File: config.mk
export PLATFORM = sky130hd
export DESIGN_NAME = module_sideband
export DESIGN_NICKNAME = d
export VERILOG_FILES = /design/src/rtl/sideband_pkg.sv /design/src/rtl/lane_squelch.sv /design/src/rtl/module_sideband.sv
export VERILOG_INCLUDE_DIRS = /design/src /design/src/rtl
export SDC_FILE = /design/constraint.sdc
export NUM_CORES = 1
export LEC_CHECK = 0
export ABC_AREA = 1
export BUFFER_PORTS_ARGS = -buffer_cell sky130_fd_sc_hd__clkbuf_2
export CORE_MARGIN = 4
export CORE_UTILIZATION = 45
export CTS_CLUSTER_SIZE = 12
export DETAILED_ROUTE_END_ITERATION = 8
export HOLD_SLACK_MARGIN = 0.15
export PLACE_DENSITY = 0.77
export SLEW_MARGIN = 40
export SYNTH_ARGS = -nofsm -noshare
export SYNTH_HDL_FRONTEND = slang
export SYNTH_HIERARCHICAL = 1
export SYNTH_SLANG_ARGS = --single-unit
File: constraint.sdc
create_clock -name clk -period 2.2 [get_ports clk]
set_input_delay 0.22 -clock clk [delete_from_list [all_inputs] [get_ports clk]]
set_output_delay 0.22 -clock clk [all_outputs]
set_load 0.05 [all_outputs]
File: src/rtl/sideband_regs.svh
// Purpose: Constants for the module-side sideband control block.
// Assumes: 20 MHz clock; times below are plain defaults.
// Notes:   Summary of operation follows.
// Summary of operation
// - Shared line is reset when host drives, interrupt when module drives.
// - Shared line is active low; both sides only pull it low.
// - Low pulse width tells interrupt (short) from reset (long).
// - Module interrupt pulse lies between minimum and maximum width.
// - Module releases line after every interrupt pulse, never holds it.
// - Host low past minimum reset width resets all user settings.
// - Initialisation interval starts when host releases the line.
// - Clear init-pending flag, then pulse interrupt to signal completion.
// - On power-up the completion interrupt is sent without host reset.
// - Presence line reads low while inserted, high while absent.
// - Receive lane at loss-of-signal level is muted, lane by lane.
// - Receive muting on by default; module-wide override may disable it.
// - Transmit lane at or below 50 mVpp is muted, loss flag set.
// - Transmit muting on by default; module-wide override may disable it.
// - Power class 0..5 encode 0.25, 1.0, 1.5, 2.5, 4.0, 6.0 W maxima.
// - Power class 6 means above 6 W; class 7 is reserved.
// - No draw above 6 W unless host enabled it explicitly.
`ifndef SIDEBAND_REGS_SVH
`define SIDEBAND_REGS_SVH

// ----------------------------------------
// Clock and timing
// ----------------------------------------
`define CLK_MHZ          20
`define INT_PW_MIN_US    5
`define INT_PW_MAX_US    20
`define INT_PULSE_US     10
`define INT_GAP_US       10
`define T_INIT_US        100
`define INT_PULSE_CYC    (`INT_PULSE_US * `CLK_MHZ)
`define INT_GAP_CYC      (`INT_GAP_US * `CLK_MHZ)
`define T_INIT_CYC       (`T_INIT_US * `CLK_MHZ)
`define RST_MIN_DEFAULT  16'h0fa0

// ----------------------------------------
// Lanes, squelch and power
// ----------------------------------------
`define LANES            12
`define TX_SIGNAL_LOST_MVPP      8'h32
`define PWR_CLASS_STD    3'h5
`define PWR_CLASS_HIGH   3'h6
`define PWR_CLASS_RSVD   3'h7
`define DNR_RESET        1'b1

`endif

File: src/rtl/sideband_pkg.sv
// Purpose: Types for the module-side sideband control block.
// Assumes: Nothing beyond the constants header.
// Notes:   State codes are written out.
`default_nettype none

package sideband_pkg;
  typedef enum logic [2:0] {
    ST_INIT     = 3'b000,
    ST_IRQ_LOW  = 3'b001,
    ST_IRQ_GAP  = 3'b010,
    ST_IDLE     = 3'b011,
    ST_HOST_RST = 3'b100
  } sb_state_e;

  typedef logic [7:0]  swing_t;
  typedef logic [11:0] timer_t;
endpackage : sideband_pkg

`default_nettype wire

File: src/rtl/lane_squelch.sv
// Purpose: One lane of receive and transmit loss-of-signal muting.
// Assumes: Swing input is the measured transmit input in mVpp.
// Notes:   Loss flag follows the input even with muting disabled.
`include "sideband_regs.svh"
`default_nettype none

module lane_squelch
  import sideband_pkg::*;
(
  // Clock and reset
  input  wire logic   clk,
  input  wire logic   rst,
  // Lane status
  input  wire logic   rx_signal_lost,
  input  wire swing_t tx_swing_mvpp,
  // Overrides
  input  wire logic   rx_squelch_disable,
  input  wire logic   tx_squelch_disable,
  // Lane controls
  output logic        rx_mute_q,
  output logic        tx_mute_q,
  output logic        tx_signal_lost_q
);

  logic tx_low;
  assign tx_low = (tx_swing_mvpp <= `TX_SIGNAL_LOST_MVPP);

  always_ff @(posedge clk) begin
    if (rst) begin
      rx_mute_q <= 1'b0;
    end else begin
      rx_mute_q <= rx_signal_lost & ~rx_squelch_disable;
    end
  end

  always_ff @(posedge clk) begin
    if (rst) begin
      tx_mute_q        <= 1'b0;
      tx_signal_lost_q <= 1'b0;
    end else begin
      tx_mute_q        <= tx_low & ~tx_squelch_disable;
      tx_signal_lost_q <= tx_low;
    end
  end

  chk_rx_lane_mute: assert property (
    @(posedge clk) disable iff (rst)
    rx_signal_lost && !rx_squelch_disable |=> rx_mute_q)
    else $error("rx lane not muted on loss of signal");

  chk_tx_lane_mute: assert property (
    @(posedge clk) disable iff (rst)
    (tx_swing_mvpp <= 8'h32) && !tx_squelch_disable
      |=> tx_mute_q && tx_signal_lost_q)
    else $error("tx lane not muted or flag not set at low swing");

  chk_tx_override: assert property (
    @(posedge clk) disable iff (rst)
    tx_squelch_disable |=> !tx_mute_q)
    else $error("tx lane muted while override active");

endmodule : lane_squelch

`default_nettype wire

File: src/rtl/module_sideband.sv
// Purpose: Module-side sideband: shared interrupt/reset line, presence,
//          lane muting and power class gating.
// Assumes: All inputs synchronous to clk; shared line read as a level.
// Notes:   Shared line is open drain; the pad combines drive and enable.
`include "sideband_regs.svh"
`default_nettype none

module module_sideband
  import sideband_pkg::*;
(
  // Clock and reset
  input  wire logic                 clk,
  input  wire logic                 rst,
  // Shared interrupt/reset line
  input  wire logic                 sb_line_i,
  output logic                      sb_line_o,
  output logic                      sb_line_oe,
  // Presence
  output logic                      module_present_n,
  // Width threshold and events
  input  wire logic [15:0]          cfg_rst_min_cycles,
  input  wire logic                 status_event,
  // Management-written settings
  input  wire logic                 cfg_wr,
  input  wire logic                 cfg_rx_squelch_disable,
  input  wire logic                 cfg_tx_squelch_disable,
  input  wire logic                 cfg_high_power_enable,
  // Status toward management
  output logic                      data_not_ready_q,
  output logic                      user_defaults_q,
  output logic                      irq_pending_q,
  // Power class
  input  wire logic [2:0]           power_class_strap,
  output logic [2:0]                power_class_q,
  output logic                      high_power_allowed_q,
  // Lanes
  input  wire logic [`LANES-1:0]    rx_signal_lost,
  input  wire swing_t               tx_swing_mvpp [`LANES],
  output logic [`LANES-1:0]         rx_mute,
  output logic [`LANES-1:0]         tx_mute,
  output logic [`LANES-1:0]         tx_signal_lost
);

  localparam int INT_PW_M1 = `INT_PULSE_CYC - 1;

  sb_state_e           state_q;
  sb_state_e           state_d;
  timer_t              timer_q;
  logic [15:0]         lo_cnt_q;
  logic                rst_armed_q;
  logic                rx_sq_dis_q;
  logic                tx_sq_dis_q;
  logic                hp_en_q;
  logic                present_q;
  logic [`LANES-1:0]   tx_lost_prev_q;
  logic                host_low;
  logic                host_release;
  logic                take_irq;
  logic                new_loss;

  // ----------------------------------------
  // Shared line drive
  // ----------------------------------------
  // Data is always zero; only the enable moves, so the line is never
  // driven high and a host pulse always wins.
  assign sb_line_o  = 1'b0;
  assign sb_line_oe = (state_q == ST_IRQ_LOW);

  // ----------------------------------------
  // Host pulse timing
  // ----------------------------------------
  // Our own pulse is masked so it can never be taken for a host reset.
  assign host_low     = ~sb_line_i & ~sb_line_oe;
  assign host_release = (state_q == ST_HOST_RST) & sb_line_i;

  always_ff @(posedge clk) begin
    if (rst) begin
      lo_cnt_q <= 16'h0000;
    end else if (!host_low) begin
      lo_cnt_q <= 16'h0000;
    end else if (lo_cnt_q != 16'hffff) begin
      lo_cnt_q <= lo_cnt_q + 16'h0001;
    end
  end

  // No upper limit: once armed, the reset holds however long the host waits.
  always_ff @(posedge clk) begin
    if (rst) begin
      rst_armed_q <= 1'b0;
    end else if (host_release) begin
      rst_armed_q <= 1'b0;
    end else if (host_low && lo_cnt_q >= cfg_rst_min_cycles) begin
      rst_armed_q <= 1'b1;
    end
  end

  // ----------------------------------------
  // Sequencer
  // ----------------------------------------
  assign take_irq = (state_q == ST_IDLE) & irq_pending_q;

  always_comb begin
    state_d = state_q;
    case (state_q)
      ST_INIT: begin
        if (timer_q == 12'(`T_INIT_CYC - 1)) begin
          state_d = ST_IRQ_LOW;
        end
      end
      ST_IRQ_LOW: begin
        if (timer_q == 12'(`INT_PULSE_CYC - 1)) begin
          state_d = ST_IRQ_GAP;
        end
      end
      ST_IRQ_GAP: begin
        if (timer_q == 12'(`INT_GAP_CYC - 1)) begin
          state_d = ST_IDLE;
        end
      end
      ST_IDLE: begin
        if (take_irq) begin
          state_d = ST_IRQ_LOW;
        end
      end
      ST_HOST_RST: begin
        if (sb_line_i) begin
          state_d = ST_INIT;
        end
      end
      default: begin
        state_d = ST_INIT;
      end
    endcase
    if (rst_armed_q && state_q != ST_HOST_RST) begin
      state_d = ST_HOST_RST;
    end
  end

  // Power-up starts in the init interval, so completion is reported
  // without any host pulse.
  always_ff @(posedge clk) begin
    if (rst) begin
      state_q <= ST_INIT;
    end else begin
      state_q <= state_d;
    end
  end

  always_ff @(posedge clk) begin
    if (rst || state_d != state_q) begin
      timer_q <= 12'h000;
    end else if (state_q != ST_IDLE && state_q != ST_HOST_RST) begin
      timer_q <= timer_q + 12'h001;
    end
  end

  // ----------------------------------------
  // Init-pending flag and interrupt request
  // ----------------------------------------
  always_ff @(posedge clk) begin
    if (rst) begin
      data_not_ready_q <= `DNR_RESET;
    end else if (state_d == ST_HOST_RST || state_d == ST_INIT) begin
      data_not_ready_q <= 1'b1;
    end else if (state_q == ST_INIT) begin
      data_not_ready_q <= 1'b0;
    end
  end

  assign new_loss = |(tx_signal_lost & ~tx_lost_prev_q);

  always_ff @(posedge clk) begin
    if (rst) begin
      tx_lost_prev_q <= '0;
    end else begin
      tx_lost_prev_q <= tx_signal_lost;
    end
  end

  // A new event in the cycle the request is taken stays pending.
  always_ff @(posedge clk) begin
    if (rst || state_d == ST_HOST_RST) begin
      irq_pending_q <= 1'b0;
    end else begin
      irq_pending_q <= status_event | new_loss | (irq_pending_q & ~take_irq);
    end
  end

  // ----------------------------------------
  // User settings
  // ----------------------------------------
  always_ff @(posedge clk) begin
    if (rst || host_release) begin
      rx_sq_dis_q     <= 1'b0;
      tx_sq_dis_q     <= 1'b0;
      hp_en_q         <= 1'b0;
      user_defaults_q <= 1'b1;
    end else if (cfg_wr) begin
      rx_sq_dis_q     <= cfg_rx_squelch_disable;
      tx_sq_dis_q     <= cfg_tx_squelch_disable;
      hp_en_q         <= cfg_high_power_enable;
      user_defaults_q <= 1'b0;
    end
  end

  // ----------------------------------------
  // Presence and power class
  // ----------------------------------------
  always_ff @(posedge clk) begin
    if (rst) begin
      present_q <= 1'b0;
    end else begin
      present_q <= 1'b0;
    end
  end
  assign module_present_n = present_q;

  // Strap caught by the clock, so reset never loads a port value directly.
  always_ff @(posedge clk) begin
    if (rst) begin
      power_class_q <= 3'h0;
    end else begin
      power_class_q <= power_class_strap;
    end
  end

  // Reserved class never gets high power, even with the enable set.
  always_ff @(posedge clk) begin
    if (rst) begin
      high_power_allowed_q <= 1'b0;
    end else begin
      high_power_allowed_q <= (power_class_q <= `PWR_CLASS_STD) ||
        (power_class_q == `PWR_CLASS_HIGH && hp_en_q);
    end
  end

  // ----------------------------------------
  // Lanes
  // ----------------------------------------
  for (genvar i = 0; i < `LANES; i++) begin : g_lane
    lane_squelch u_lane (
      .clk                (clk),
      .rst                (rst),
      .rx_signal_lost     (rx_signal_lost[i]),
      .tx_swing_mvpp      (tx_swing_mvpp[i]),
      .rx_squelch_disable (rx_sq_dis_q),
      .tx_squelch_disable (tx_sq_dis_q),
      .rx_mute_q          (rx_mute[i]),
      .tx_mute_q          (tx_mute[i]),
      .tx_signal_lost_q   (tx_signal_lost[i])
    );
  end

  // ----------------------------------------
  // Checks
  // ----------------------------------------
  chk_irq_pulse_width: assert property (
    @(posedge clk) disable iff (rst)
    $rose(sb_line_oe) |-> ##INT_PW_M1 sb_line_oe ##1 !sb_line_oe)
    else $error("interrupt pulse width wrong");
  chk_irq_release_gap: assert property (
    @(posedge clk) disable iff (rst)
    $fell(sb_line_oe) |-> !sb_line_oe [*8])
    else $error("line not released after interrupt");
  chk_reset_detect: assert property (
    @(posedge clk) disable iff (rst)
    host_low && lo_cnt_q >= cfg_rst_min_cycles && !host_release
      |=> rst_armed_q)
    else $error("long host pulse not taken as reset");
  chk_init_on_release: assert property (
    @(posedge clk) disable iff (rst)
    state_q == ST_HOST_RST && sb_line_i
      |=> state_q == ST_INIT && data_not_ready_q && timer_q == 12'h000)
    else $error("init interval not started at release");
  chk_defaults_restore: assert property (
    @(posedge clk) disable iff (rst)
    host_release |=> !rx_sq_dis_q && !tx_sq_dis_q && !hp_en_q)
    else $error("settings not restored by host reset");
  chk_done_interrupt: assert property (
    @(posedge clk) disable iff (rst)
    $fell(data_not_ready_q) |-> $rose(sb_line_oe))
    else $error("completion not followed by interrupt");
  chk_powerup_flag: assert property (@(posedge clk)
    $fell(rst) |-> data_not_ready_q && state_q == ST_INIT)
    else $error("power-up did not start init interval");
  chk_present_low: assert property (
    @(posedge clk) disable iff (rst)
    $past(rst) == 1'b0 |-> !module_present_n)
    else $error("presence line not low while inserted");
  chk_high_power: assert property (
    @(posedge clk) disable iff (rst)
    high_power_allowed_q && $past(power_class_q) >= 3'h6
      |-> $past(power_class_q) == 3'h6 && $past(hp_en_q))
    else $error("high power without host enable");

endmodule : module_sideband

`default_nettype wire

==> impl_metrics.py <==
metrics = {
    "yosys": {
        "post-synth-top-count-cell": "nand2_1",
        "ys_seq_area_frac": 0.428,
        "synth_common_cells": "nand2_1, dfxtp_1, inv_1",
        "ys_ff_latch": 90,
        "netlist_instances": 558,
        "synth_cell_type_count": 37,
        "ys_warn_count": 6,
        "async_flop_share": 0,
        "synthFlopType": "dfxtp_1",
        "synth_area_per_cell_sq_um": 7.55,
        "netlist_area_sq_um": 4210,
        "synthTopCellsByArea": "dfxtp_1, nand2_1, inv_1, nor2_1, ha_1",
        "synth_top_area_share": 0.428,
        "synth_top_area_cell": "dfxtp_1",
        "synth-edff-count": 0,
    },
    "global_route": {
        "grt-ovfl-total": 0,
        "antenna_found_initial": 0,
        "grt.total_usage": 0.206,
        "grt_pass1_vias": 4381,
        "grt_max_degree": 44,
        "grt_pass1_wl_microns": 18800,
    },
    "power_and_ir_drop": {
        "p_leak_nw": 3.02,
        "ir_drop_mv": 0.483,
        "p_per_area_nw_per_um2": 586,
        "power_mw": 3.39,
    },
    "sta": {
        "fin_tns_setup_ns": 0,
        "fin_crit_ns": 1.74,
        "rsz0062_at_grt": "false",
        "slew-limit-headroom": 0.480,
        "hold_viol": 0,
        "max_freq_ghz": 0.574,
        "finalCritPeriodShare": 0.792,
        "finalMaxSlewViolations": 0,
        "tightest_slew_ns": 0.780,
        "hold_slack_ns": 0.168,
        "finClkSkew_ns": 0.0121,
        "finalSetupViolCount": 0,
    },
    "clocking": {
        "tritoncts": "yes",
        "htreeDepth": 3,
        "cts-root-buf": "clkbuf_8",
        "clock_latency_ns": 0.35,
        "clk_path_buf_depth": 2,
        "cts_resized": 0,
        "clock-sinks": 90,
        "path_clk_slew_ns": 0.09,
        "cts_setup_buffers": 0,
        "cts_buffers": 9,
        "cts_hold_buffers": 37,
    },
    "worst_setup_path": {
        "reg2reg_depth": 8,
        "criticalPathCategory": "reg2reg",
        "crit_required_ns": 2.44,
        "regToRegEndpoint": "lo_cnt_q[7]$_SDFFE_PP0P_",
        "cp_max_fo": 6,
        "crit_start": "lo_cnt_q[1]$_SDFFE_PP0P_",
        "end_kind": "flop",
        "r2r-start": "lo_cnt_q[1]$_SDFFE_PP0P_",
        "cp-endpoint": "lo_cnt_q[7]$_SDFFE_PP0P_",
        "r2r_slack_ns": 0.46,
        "cp.arrival_ns": 1.98,
        "critPathLaunchType": "flop",
    },
    "cells_and_area": {
        "drive_above_1_share": 0.317,
        "final_nets": 933,
        "syn2layout_area_growth_pct": 37.4,
        "final_area_sq_um": 5790,
        "n_fill_cell": 809,
        "final_cells": 896,
        "n_antenna_cell": 0,
    },
    "route": {
        "dr.pass1.iters": 5,
        "vias": 4287,
        "detail_route.wl_per_cell_microns": 12.6,
        "wirelength_microns": 11300,
        "drtIter0Drc": 138,
        "via_per_inst": 4.78,
        "drc": 0,
        "ant_nets": 0,
    },
    "floorplanning": {
        "chipHeight_microns": 105,
        "dieArea_sq_um": 11000,
        "initial_utilization": 0.458,
        "placementRows": 35,
        "core_sq_um": 9200,
        "num_io_pins": 181,
        "die_x_microns": 105,
    },
    "status": {
        "status": "finished clean",
    },
    "placement": {
        "port_buffers": 178,
        "dpl.cell_count": 843,
        "placed_area_sq_um": 5210,
        "place_hpwl_microns": 8280,
        "globalplace.congestion": 0.885,
    },
    "hold_path": {
        "hp-class": "in2reg",
    },
    "run": {
        "drv_cap": 0,
    },
}
==> registers in the layout, summed over array words and instances (netlist names) <==
register                        count
rst_armed_q                         1
state_q                             3
data_not_ready_q                    1
timer_q                            12
rx_sq_dis_q                         1
tx_sq_dis_q                         1
g_lane.u_lane/tx_signal_lost_q     12
user_defaults_q                     1
lo_cnt_q                           16
high_power_allowed_q                1
irq_pending_q                       1
hp_en_q                             1
tx_lost_prev_q                     12
power_class_q                       3
g_lane.u_lane/tx_mute_q            12
g_lane.u_lane/rx_mute_q            12
==> cell families after synthesis <==
kind of cell	synth area share
AND/OR/NAND/NOR	0.325
other	0.000890
adder cells (fa/ha/maj)	0.0535
AO/OA/AOI/OAI	0.0585
buffers and inverters	0.0921
multiplexers	0.00238
XOR/XNOR	0.0395
flip-flops	0.428
==> where the power goes <==
part / leakage (nW) / switching [mW] / internal [mW]
sequential: 0.735 / 0.0325 / 1.68
combinational: 2.19 / 0.314 / 0.217
clock: 0.0962 / 0.586 / 0.563
total: 3.02 / 0.932 / 2.46
==> metrics by stage <==
stage / util / setup WS, ns
floorplan: - / 0.248
finish: 0.629 / 0.458
global placement: 0.567 / 0.581
detailed placement: 0.567 / 0.480
global route: 0.629 / 0.259
CTS: 0.629 / 0.465
==> worst min-delay path by stage <==
stage | start | endpoint | slack (ns) | cells past startpoint
2_1_floorplan | rst | g_lane[0].u_lane/rx_mute_q$_SDFF_PP0_ | 0.30 | 1
3_3_place_gp | power_class_strap[0] | power_class_q[0]$_SDFF_PP0_ | 0.42 | 3
3_5_place_dp | power_class_strap[0] | power_class_q[0]$_SDFF_PP0_ | 0.42 | 3
4_1_cts | tx_swing_mvpp[54] | g_lane[5].u_lane/tx_mute_q$_SDFF_PP0_ | 0.15 | 4
5_1_grt | tx_swing_mvpp[87] | g_lane[1].u_lane/tx_mute_q$_SDFF_PP0_ | 0.17 | 4
6_report | tx_swing_mvpp[87] | g_lane[1].u_lane/tx_mute_q$_SDFF_PP0_ | 0.17 | 4
==> worst max-delay path, cell delays in order, from the launching register on <==
cell	delay [ns]
dfxtp_1	0.38
ha_1	0.24
nand3_1	0.09
nor2_1	0.13
and3_1	0.28
nand3_1	0.20
nand2_1	0.12
xor2_1	0.15
nor2_1	0.05
==> layer usage <==
layer / part of all wire / global-route usage / up-vias
met5: 0 / 0 / -
met4: 0.023 / 0.0722 / 0
met3: 0.081 / 0.0655 / 28
met2: 0.52 / 0.375 / 149
met1: 0.38 / 0.223 / 1937
li1: - / - / 2173
==> area by class of cell <==
type	instances	area [sq um]	share of cell area
clock inverter	5	62.6	0.0108
clock buffer	11	141	0.0244
inverter	93	349	0.0603
tap	111	139	0.0240
sequential	90	1800	0.311
multi-input combinational	370	2030	0.350
timing repair buffer	216	1270	0.219
==> cell usage in the layout (no fill, tap or decap), drive strengths merged, types with 5 or more instances in the layout <==
cell,synthesis,routed
o22ai,5,5
a21oi,18,18
dlygate4sd3,0,37
nor3,20,20
o21ai,13,13
xnor2,5,5
dfxtp,90,90
xor2,14,14
inv,93,94
ha,18,18
nor3b,12,12
clkbuf,2,189
nand3,23,23
nand2,132,132
nor2,90,90
Power figures use the tool's default switching activity.
